### config.mk
export PLATFORM = sky130hd
export DESIGN_NAME = external_memory_controller
export DESIGN_NICKNAME = d
export VERILOG_FILES = /design/src/hdl/emc_pkg.sv /design/src/hdl/external_memory_controller.sv
export SDC_FILE = /design/constraint.sdc
export NUM_CORES = 1
export LEC_CHECK = 0
export ABC_AREA = 1
export BUFFER_PORTS_ARGS = -buffer_cell sky130_fd_sc_hd__clkbuf_2
export CORE_ASPECT_RATIO = 1.25
export CORE_MARGIN = 4
export CORE_UTILIZATION = 28
export DETAILED_ROUTE_END_ITERATION = 10
export GPL_ROUTABILITY_DRIVEN = 0
export PLACE_DENSITY = 0.58
export SETUP_SLACK_MARGIN = 0.15
export SLEW_MARGIN = 20
export SYNTH_ARGS = -nofsm -noshare
export SYNTH_HDL_FRONTEND = slang
export SYNTH_SLANG_ARGS = --single-unit
### constraint.sdc
create_clock -name sys_clk_i -period 3.1 [get_ports sys_clk_i]
set_input_delay 0.31 -clock sys_clk_i [delete_from_list [all_inputs] [get_ports sys_clk_i]]
set_output_delay 0.31 -clock sys_clk_i [all_outputs]
set_load 0.05 [all_outputs]
### src/hdl/emc_pkg.sv
// Package: constants and carriers for the external memory controller
package emc_pkg;
    localparam logic [31:0] DYN_A_LO      = 32'h8000_0000;
    localparam logic [31:0] DYN_A_HI      = 32'h9FFF_FFFF;
    localparam logic [31:0] DYN_B_LO      = 32'hA000_0000;
    localparam logic [31:0] DYN_B_HI      = 32'hBFFF_FFFF;
    localparam logic [31:0] STAT_LO       = 32'hE000_0000;
    localparam logic [31:0] STAT_HI       = 32'hE3FF_FFFF;
    localparam int          STAT_SEL_LSB  = 24;
    localparam int          NUM_PORTS     = 3;
    localparam int          BUF_DEPTH     = 2;
    localparam logic [3:0]  WAIT_ZERO     = 4'h0;
    localparam logic [15:0] REFI_ZERO     = 16'h0000;

    // Static device widths
    typedef enum logic [1:0] {SW_8, SW_16, SW_32} static_width_t;
    // Dynamic memory kinds
    typedef enum logic {DK_SDR, DK_DDR} dyn_kind_t;

    typedef struct packed {
        logic [31:0] addr;
        logic        wr;
        logic [31:0] wdata;
        logic [3:0]  be;
    } mem_req_t;

    typedef struct packed {
        logic [3:0] wait_rd;
        logic [3:0] wait_wr;
        logic [3:0] oe_dly;
        logic [3:0] we_dly;
        logic [3:0] turn;
        logic       page_en;
        logic       ext_wait_en;
    } static_timing_t;
endpackage

### src/hdl/external_memory_controller.sv
// External memory controller: decode, arbitration, buffering, static timing, refresh
`timescale 1ns/1ps
module external_memory_controller
    import emc_pkg::*;
(
    input  wire logic                      sys_clk_i,
    input  wire logic                      reset_i,
    input  wire logic                      dyn_reset_i,
    input  wire logic [NUM_PORTS-1:0]      req_valid_i,
    input  wire mem_req_t [NUM_PORTS-1:0]  req_i,
    output logic      [NUM_PORTS-1:0]      req_ready_o,
    output logic                           rsp_valid_o,
    output logic [31:0]                    rsp_data_o,
    output logic [1:0]                     rsp_port_o,
    input  wire logic                      rsp_ready_i,
    input  wire static_timing_t            static_timing_i,
    input  wire static_width_t             static_width_i,
    input  wire dyn_kind_t                 dyn_kind_i,
    input  wire logic                      dyn_wide_i,
    input  wire logic [1:0]                dyn_rows_i,
    input  wire logic [15:0]               refresh_interval_i,
    input  wire logic                      self_refresh_req_i,
    input  wire logic                      power_save_i,
    input  wire logic                      ext_wait_i,
    input  wire logic [31:0]               mem_rdata_i,
    output logic                           dyn_chip_sel_a_o,
    output logic                           dyn_chip_sel_b_o,
    output logic [3:0]                     static_sel_o,
    output logic [31:0]                    mem_addr_o,
    output logic [31:0]                    mem_wdata_o,
    output logic                           mem_wdata_oe_o,
    output logic                           mem_oe_o,
    output logic                           mem_we_o,
    output logic [3:0]                     mem_be_o,
    output logic [1:0]                     mem_clock_enable_o,
    output logic                           mem_clock_out_o,
    output logic                           refresh_cmd_o,
    output logic                           self_refresh_ack_o,
    output logic                           cfg_error_o
);

    ////////////////////////////////////////////////////////////////////////
    // Decoding
    function automatic logic [5:0] decode(input logic [31:0] a);
        logic [5:0] s;
        s = 6'h00;
        s[0] = (a >= DYN_A_LO) && (a <= DYN_A_HI);
        s[1] = (a >= DYN_B_LO) && (a <= DYN_B_HI);
        if ((a >= STAT_LO) && (a <= STAT_HI))
            s[2 + a[STAT_SEL_LSB +: 2]] = 1'b1;
        return s;
    endfunction

    // Ext wait pin comes from off-chip
    logic ext_wait_s1_r, ext_wait_s2_r;
    always_ff @(posedge sys_clk_i)
    begin
        ext_wait_s1_r <= ext_wait_i;
        ext_wait_s2_r <= ext_wait_s1_r;
    end

    ////////////////////////////////////////////////////////////////////////
    // Round-robin arbitration over three ports
    logic [1:0] last_r;
    logic [1:0] grant;
    logic       any_req;
    always_comb
    begin
        grant = last_r;
        any_req = 1'b0;
        for (int k = 1; k <= NUM_PORTS; k++)
        begin
            int p;
            p = (int'(last_r) + k) % NUM_PORTS;
            if (!any_req && req_valid_i[p])
            begin
                grant = p[1:0];
                any_req = 1'b1;
            end
        end
    end

    typedef enum {S_IDLE, S_SETUP, S_STROBE, S_EXTWAIT, S_TURN, S_REFRESH} state_t;
    state_t     state_r, state_nxt;
    mem_req_t   cur_r;
    logic [1:0] cur_port_r;
    logic [3:0] cnt_r;

    // Response buffer, two entries; it stalls the memory side when full
    logic [33:0] buf_mem [BUF_DEPTH];
    logic        wp_r, rp_r;
    logic [1:0]  cnt_buf_r;
    logic        buf_full, buf_push;
    assign buf_full = (cnt_buf_r == 2'(BUF_DEPTH));

    logic       refresh_due_r;
    logic       sr_active_r;
    logic [5:0] sel_dec;
    assign sel_dec = decode(req_i[grant].addr);
    wire        take = (state_r == S_IDLE) && any_req && !buf_full && !sr_active_r
                       && !refresh_due_r && (sel_dec != 6'h00);
    wire        drop = (state_r == S_IDLE) && any_req && (sel_dec == 6'h00);
    wire [5:0]  cur_sel = decode(cur_r.addr);
    wire        is_static = |cur_sel[5:2];
    wire [3:0]  strobe_len = cur_r.wr ? static_timing_i.wait_wr : static_timing_i.wait_rd;

    ////////////////////////////////////////////////////////////////////////
    // Refresh and self-refresh, in the dynamic reset domain
    logic [15:0] refi_cnt_r;
    logic        dyn_busy;
    assign dyn_busy = (state_r != S_IDLE) && (state_r != S_REFRESH);
    always_ff @(posedge sys_clk_i)
    begin
        if (dyn_reset_i)
        begin
            refi_cnt_r    <= REFI_ZERO;
            refresh_due_r <= 1'b0;
            sr_active_r   <= 1'b0;
        end
        else
        begin
            if (!dyn_busy)
                sr_active_r <= self_refresh_req_i;
            if (sr_active_r || refresh_interval_i == REFI_ZERO)
                refi_cnt_r <= REFI_ZERO;
            else if (refi_cnt_r >= refresh_interval_i)
                refi_cnt_r <= REFI_ZERO;
            else
                refi_cnt_r <= refi_cnt_r + 16'h0001;
            if (!sr_active_r && refresh_interval_i != REFI_ZERO
                && refi_cnt_r >= refresh_interval_i)
                refresh_due_r <= 1'b1;
            else if (state_r == S_REFRESH)
                refresh_due_r <= 1'b0;
        end
    end

    ////////////////////////////////////////////////////////////////////////
    // Transfer sequencer
    always_comb
    begin
        state_nxt = state_r;
        case (state_r)
            S_IDLE:
                if (refresh_due_r && !sr_active_r)
                    state_nxt = S_REFRESH;
                else if (take)
                    state_nxt = S_SETUP;
            S_SETUP:
                if (!is_static || cnt_r == WAIT_ZERO)
                    state_nxt = S_STROBE;
            S_STROBE:
                if (cnt_r == WAIT_ZERO)
                    state_nxt = (is_static && static_timing_i.ext_wait_en)
                                ? S_EXTWAIT : S_TURN;
            S_EXTWAIT:
                if (!ext_wait_s2_r)
                    state_nxt = S_TURN;
            S_TURN:
                if (cnt_r == WAIT_ZERO)
                    state_nxt = S_IDLE;
            S_REFRESH:
                state_nxt = S_IDLE;
            default:
                state_nxt = S_IDLE;
        endcase
    end

    // Pins lag the state by one register, so read data is captured a cycle after strobe end
    logic strobe_done;
    logic push_pend_r;
    assign strobe_done = cur_r.wr ? 1'b0 :
                         ((state_r == S_STROBE && cnt_r == WAIT_ZERO
                           && !(is_static && static_timing_i.ext_wait_en))
                          || (state_r == S_EXTWAIT && !ext_wait_s2_r));
    always_ff @(posedge sys_clk_i)
    begin
        if (reset_i)
            push_pend_r <= 1'b0;
        else
            push_pend_r <= strobe_done;
    end
    assign buf_push = push_pend_r;

    always_ff @(posedge sys_clk_i)
    begin
        if (reset_i)
        begin
            state_r    <= S_IDLE;
            last_r     <= 2'h0;
            cnt_r      <= WAIT_ZERO;
            cur_r      <= '0;
            cur_port_r <= 2'h0;
        end
        else
        begin
            state_r <= state_nxt;
            if (take)
            begin
                cur_r      <= req_i[grant];
                cur_port_r <= grant;
                last_r     <= grant;
                cnt_r      <= static_timing_i.oe_dly;
                if (req_i[grant].wr)
                    cnt_r <= static_timing_i.we_dly;
            end
            else if (state_r != state_nxt)
            begin
                case (state_nxt)
                    S_STROBE: cnt_r <= is_static ? strobe_len : WAIT_ZERO;
                    S_TURN:   cnt_r <= is_static ? static_timing_i.turn : WAIT_ZERO;
                    default:  cnt_r <= WAIT_ZERO;
                endcase
            end
            else if (cnt_r != WAIT_ZERO)
                cnt_r <= cnt_r - 4'h1;
        end
    end

    ////////////////////////////////////////////////////////////////////////
    // Pin drivers, all registered
    wire active = (state_r == S_SETUP) || (state_r == S_STROBE) || (state_r == S_EXTWAIT);
    wire strobe = (state_r == S_STROBE) || (state_r == S_EXTWAIT);
    // Page reads: with page_en, OE is also kept in setup; it still drops in turnaround and idle between reads
    wire oe_n = active && !cur_r.wr && (strobe || static_timing_i.page_en);
    wire [3:0] be_w = (static_width_i == SW_8)  ? 4'h1 :
                      (static_width_i == SW_16) ? 4'h3 : 4'hF;
    // DDR only supports a 16-bit bus; a wide DDR setting is flagged
    wire cfg_bad = (dyn_kind_i == DK_DDR && dyn_wide_i) || (dyn_rows_i == 2'h3);

    always_ff @(posedge sys_clk_i)
    begin
        if (reset_i)
        begin
            dyn_chip_sel_a_o <= 1'b0;
            dyn_chip_sel_b_o <= 1'b0;
            static_sel_o     <= 4'h0;
            mem_addr_o       <= 32'h0000_0000;
            mem_wdata_o      <= 32'h0000_0000;
            mem_wdata_oe_o   <= 1'b0;
            mem_oe_o         <= 1'b0;
            mem_we_o         <= 1'b0;
            mem_be_o         <= 4'h0;
            req_ready_o      <= 3'h0;
            cfg_error_o      <= 1'b0;
        end
        else
        begin
            dyn_chip_sel_a_o <= active && cur_sel[0];
            dyn_chip_sel_b_o <= active && cur_sel[1];
            static_sel_o     <= active ? cur_sel[5:2] : 4'h0;
            mem_addr_o       <= cur_r.addr;
            mem_wdata_o      <= cur_r.wdata;
            mem_wdata_oe_o   <= active && cur_r.wr;
            mem_oe_o         <= oe_n;
            mem_we_o         <= strobe && cur_r.wr;
            mem_be_o         <= cur_r.be & (is_static ? be_w :
                                (dyn_wide_i && dyn_kind_i == DK_SDR) ? 4'hF : 4'h3);
            for (int i = 0; i < NUM_PORTS; i++)
                req_ready_o[i] <= (take || drop) && (grant == i[1:0]);
            cfg_error_o      <= cfg_bad;
        end
    end

    // Dynamic-domain pins survive a soft reset
    always_ff @(posedge sys_clk_i)
    begin
        if (dyn_reset_i)
        begin
            mem_clock_enable_o <= 2'h0;
            mem_clock_out_o    <= 1'b0;
            refresh_cmd_o      <= 1'b0;
            self_refresh_ack_o <= 1'b0;
        end
        else
        begin
            mem_clock_enable_o[0] <= !sr_active_r && !(power_save_i && !active);
            mem_clock_enable_o[1] <= !sr_active_r && !(power_save_i && !active);
            mem_clock_out_o       <= !mem_clock_out_o && !(sr_active_r ||
                                     (power_save_i && !active));
            refresh_cmd_o         <= (state_r == S_REFRESH);
            self_refresh_ack_o    <= sr_active_r;
        end
    end

    ////////////////////////////////////////////////////////////////////////
    // Read data buffer
    always_ff @(posedge sys_clk_i)
    begin
        if (buf_push)
            buf_mem[wp_r] <= {cur_port_r, mem_rdata_i};
        if (reset_i)
        begin
            wp_r        <= 1'b0;
            rp_r        <= 1'b0;
            cnt_buf_r   <= 2'h0;
            rsp_valid_o <= 1'b0;
            rsp_data_o  <= 32'h0000_0000;
            rsp_port_o  <= 2'h0;
        end
        else
        begin
            if (buf_push)
                wp_r <= ~wp_r;
            if ((!rsp_valid_o || rsp_ready_i) && cnt_buf_r != 2'h0)
            begin
                rsp_valid_o <= 1'b1;
                {rsp_port_o, rsp_data_o} <= buf_mem[rp_r];
                rp_r <= ~rp_r;
                cnt_buf_r <= cnt_buf_r - 2'h1 + {1'b0, buf_push};
            end
            else
            begin
                if (rsp_ready_i)
                    rsp_valid_o <= 1'b0;
                cnt_buf_r <= cnt_buf_r + {1'b0, buf_push};
            end
        end
    end

    ////////////////////////////////////////////////////////////////////////
    // Checks
    property p_no_sel_outside;
        @(posedge sys_clk_i) disable iff (reset_i)
        (state_r == S_SETUP && cur_sel == 6'h00) |=> !dyn_chip_sel_a_o && static_sel_o == 4'h0;
    endproperty
    a_no_sel_outside: assert property (p_no_sel_outside) else $error("select outside windows");
    property p_dyn_a;
        @(posedge sys_clk_i) disable iff (reset_i)
        (state_r == S_SETUP && cur_sel[0]) |=> dyn_chip_sel_a_o;
    endproperty
    a_dyn_a: assert property (p_dyn_a) else $error("dyn select a missing");
    property p_dyn_b;
        @(posedge sys_clk_i) disable iff (reset_i)
        (state_r == S_SETUP && cur_sel[1]) |=> dyn_chip_sel_b_o && !dyn_chip_sel_a_o;
    endproperty
    a_dyn_b: assert property (p_dyn_b) else $error("dyn select b wrong");
    property p_static_onehot;
        @(posedge sys_clk_i) disable iff (reset_i) $onehot0(static_sel_o);
    endproperty
    a_static_onehot: assert property (p_static_onehot) else $error("static selects overlap");
    property p_refresh_pulse;
        @(posedge sys_clk_i) disable iff (dyn_reset_i || reset_i)
        refresh_cmd_o |=> !refresh_cmd_o;
    endproperty
    a_refresh_pulse: assert property (p_refresh_pulse) else $error("refresh too long");
    property p_no_refresh_sr;
        @(posedge sys_clk_i) disable iff (dyn_reset_i || reset_i)
        sr_active_r && $past(sr_active_r) |-> ##1 !refresh_cmd_o;
    endproperty
    a_no_refresh_sr: assert property (p_no_refresh_sr) else $error("refresh in self-refresh");
    property p_cke_sr;
        @(posedge sys_clk_i) disable iff (dyn_reset_i)
        sr_active_r |=> mem_clock_enable_o == 2'h0;
    endproperty
    a_cke_sr: assert property (p_cke_sr) else $error("clock enable in self-refresh");
    property p_one_grant;
        @(posedge sys_clk_i) disable iff (reset_i) $onehot0(req_ready_o);
    endproperty
    a_one_grant: assert property (p_one_grant) else $error("several ports granted");
    c_static: cover property (@(posedge sys_clk_i) |static_sel_o);
    c_refresh: cover property (@(posedge sys_clk_i) refresh_cmd_o);
    c_full: cover property (@(posedge sys_clk_i) buf_full);

endmodule // external_memory_controller

==> impl_metrics.csv <==
group,metric,value,unit
cells_and_area,syn2layout_area_growth,40.57,%
clock_network,cts_max_level,1,
placed_design,io_buffer_count,413,
setup_path,critPathArrivalTime,3640,ps
sta,fin_crit_sh,1.019,
setup_path,crit_top_cell,"nand2_8",
sta,hold_viol,0,
cells_and_area,nets,2361,
sta,fmax,316.5,MHz
sta,tns,-1775,ps
global_routing,grt_antenna_before_repair,12,
route,vias_per_cell,4.679,
route,drtAntennaViolNets,0,
clock_network,clk_latency,580,ps
setup_path,crit_buf_inv,6,
status,failed_checks,"setup timing",
yosys,synthArstFlopShare,0,
sta,rsz0062_at_grt,"true",
cells_and_area,antenna_cells,0,
yosys,ys_seq_elements,320,
route,drc_errors,0,
global_routing,overflow,0,
pwr,peakVddDrop,0.0003815,V
setup_path,critical_path_class,"flop to flop",
pwr,intPower,7.229,mW
worst_hold_path,hp-class,"input pin to flop",
setup_path,crit_family,"simple AND/OR/NAND/NOR gates",
die,start_util,0.2833,
route,post_drt_wl_per_cell,17.73,µm
route,dr.pass1.iters,5,
clock_network,clkTransAtPathRegs,60,ps
clock_network,numCtsBuffers,31,
setup_path,endpoint_kind,"flop",
yosys,yosysWarnings,0,
sta,relSlewSlack,0.5481,
yosys,syn_area,13100,µm²
die,die_x,201.5,µm
yosys,syn_inst,1528,
route,drtIter0Drc,498,
sta,finalCriticalPeriod,3160,ps
setup_path,cp.required,3580,ps
die,core.rowCount,88,
route,drt-total-wl,47070,µm
pwr,pwr-share-comb,0.206,
route,vias,12420,
placed_design,hpwlAfterDp,34470,µm
sta,hold_slack,39.78,ps
sta,finalSetupViolCount,39,
global_routing,grt_pass1_wl,69590,µm
die,die-area,50330,µm²
setup_path,cp_slowest_cell,"dfxtp_2",
setup_path,critPathLaunchType,"flop",
yosys,ys_seq_area_frac,0.5410,
setup_path,path_max_fanout,8,
clock_network,cts_tree,"done",
pwr,p_switching,3.252,mW
die,io-pin-count,414,
pwr,pwr-share-seq,0.433,
global_routing,grt_usage,0.1740,
yosys,ys_types,52,
clock_network,cts-root-buf,"clkbuf_16",
pwr,power_density,569.2,nW/µm²
status,status,"finished with violations",
sta,layout_setup_ws,-59.70,ps
die,die_height,249.8,µm
setup_path,crit_chain,"inv_4 > ha_4 > o21ai_4 > nand2_8 > nand3_4 > clkinv_4 > nand2_8 > nand2_8 > o21ai_2 > nand2_2 > nor2_2 > nand3_2 > nand3_2 > nand2_2 > nand2_4 > buf_6 > nor2_4 > buf_12 > buf_12 > clkbuf_16 > o22a_1",
pwr,power.share.clock,0.360,
global_routing,grt_pass1_vias,12460,
clock_network,cts_num_sinks,320,
pwr,p_sw_frac,0.3103,
sta,skew,10.07,ps
setup_path,max_stage_delay,350,ps
clock_network,cts_max_path_buffers,3,
yosys,synth_ff_type,"dfxtp_1",
yosys,synth_area_per_cell,8.573,µm²
sta,drv_slew,0,
global_routing,grt_max_degree,74,
cells_and_area,drive_gt1_frac,0.3166,
die,placeableCoreArea,46240,µm²
sta,worst_pin_slew,677.8,ps
yosys,synth_edf_count,68,
pwr,p_leak,8.122,nW
flow_run,cap_violations,0,
power groups by stage:
stage	clock network (mW)	registers (mW)	logic, mW
global route	4.09	4.56	2.34
floorplan	0	5.14	0.826
detailed placement	0	4.63	2.05
finish	3.78	4.54	2.16
CTS	3.90	4.54	2.14
global placement	0	4.63	2.03
per-layer routing:
layer | routed length [µm] | track usage
met1 | 17670 | 0.1929
met2 | 23600 | 0.3162
met3 | 4262 | 0.05406
met4 | 1451 | 0.05627
met5 | 84 | 0
synthesized netlist by cell type, drive strengths merged, types with 4 or more instances:
| master | instances | area [µm²] |
|---|---|---|
| nand4 | 17 | 106.4 |
| nor2 | 204 | 783.3 |
| nor3b | 5 | 37.54 |
| buf | 18 | 103.8 |
| clkbuf | 66 | 247.7 |
| nand3 | 118 | 633.1 |
| nor3 | 20 | 100.1 |
| o211ai | 4 | 30.03 |
| or2 | 7 | 43.80 |
| ha | 24 | 300.3 |
| a211oi | 4 | 30.03 |
| nor4 | 15 | 106.4 |
| o22a | 59 | 516.8 |
| inv | 174 | 653.1 |
| o21ai | 186 | 938.4 |
| a21oi | 30 | 153.9 |
| nand2 | 190 | 773.2 |
| o21a | 6 | 45.04 |
| dfxtp | 252 | 5045 |
| edfxtp | 68 | 2042 |
| a31oi | 39 | 244.0 |
final cells by class:
cell class                      instances  area (µm²)
Fill cell                            4678       27830
Sequential cell                       320        7089
Multi-Input combinational cell        976        5449
Timing Repair Buffer                  538        3417
Clock buffer                           44       914.6
Tap cell                              585       732.0
Inverter                              177       689.4
Clock inverter                         14       121.4
logic make-up after synthesis:
group,after synthesis,synth area share
flip-flops,320,0.5410
XOR/XNOR,5,0.003344
adder cells (fa/ha/maj),24,0.02292
AND/OR/NAND/NOR,580,0.1993
buffers and inverters,261,0.07794
multiplexers,1,0.0008596
other,1,0.0002863
AO/OA/AOI/OAI,336,0.1544
worst paths after layout:
check / from / to / slack [ps] / cells past startpoint
worst max register to register: cur_port_r[0] / cur_r[41] / -60 / 21
worst max-delay path: cur_port_r[0] / cur_r[41] / -60 / 21
worst min-delay path: dyn_reset_i / mem_clock_out_o / 40 / 2
worst min register to register: ext_wait_s1_r / ext_wait_s2_r / 330 / 0
cell usage in the layout, fill, tap and decap left out, types with 20 or more instances in the layout:
master / n
dfxtp_1: 250
a31oi_1: 38
clkbuf_2: 412
inv_1: 162
buf_4: 58
clkbuf_16: 34
dlygate4sd3_1: 41
conb_1: 29
a21oi_1: 26
o21ai_0: 173
edfxtp_1: 68
nor2_1: 193
nand2_1: 159
nand3_1: 101
ha_1: 21
nor3_1: 20
o22a_1: 59
stage by stage:
stage	setup WS, ps	cells	utilization	instance area (µm²)	total power [mW]
finish	-59.70	2654	0.3982	18410	10.48
floorplan	155.3	1556	-	13200	5.970
CTS	45.06	2643	0.3917	18110	10.58
global route	-226.8	2654	0.3982	18410	10.99
detailed placement	-129.7	2516	0.3478	16090	6.678
global placement	-22.62	2516	0.3478	16090	6.651
worst reg2reg max path, cell delays in order, from the launching register on:
cell and delay [ps]:
dfxtp_2 350, inv_4 50, ha_4 270, o21ai_4 240, nand2_8 120, nand3_4 190, clkinv_4 130, nand2_8 130
nand2_8 80, o21ai_2 130, nand2_2 100, nor2_2 160, nand3_2 90, nand3_2 80, nand2_2 80, nand2_4 120
buf_6 120, nor2_4 40, buf_12 170, buf_12 140, clkbuf_16 150, o22a_1 150
registers in the layout, indices dropped and copies added (netlist names), 3 cells and up:
signal / flops
buf_mem: 68
cnt_r: 4
cur_r: 69
mem_addr_o: 32
mem_be_o: 4
mem_wdata_o: 32
refi_cnt_r: 16
req_ready_o: 3
rsp_data_o: 32
state_r: 32
static_sel_o: 4
repair_timing:
| item | in CTS | in global routing |
|---|---|---|
| hold buffers | 41 | 0 |
| buffers inserted | 23 | 8 |
| setup endpoints to repair | 76 | 80 |
| pin swaps | 15 | 24 |
| gates cloned | 5 | 3 |
| gates resized for setup | 67 | 46 |
| hold endpoints to repair | 70 | 0 |
(Power assumes the default switching activity.)
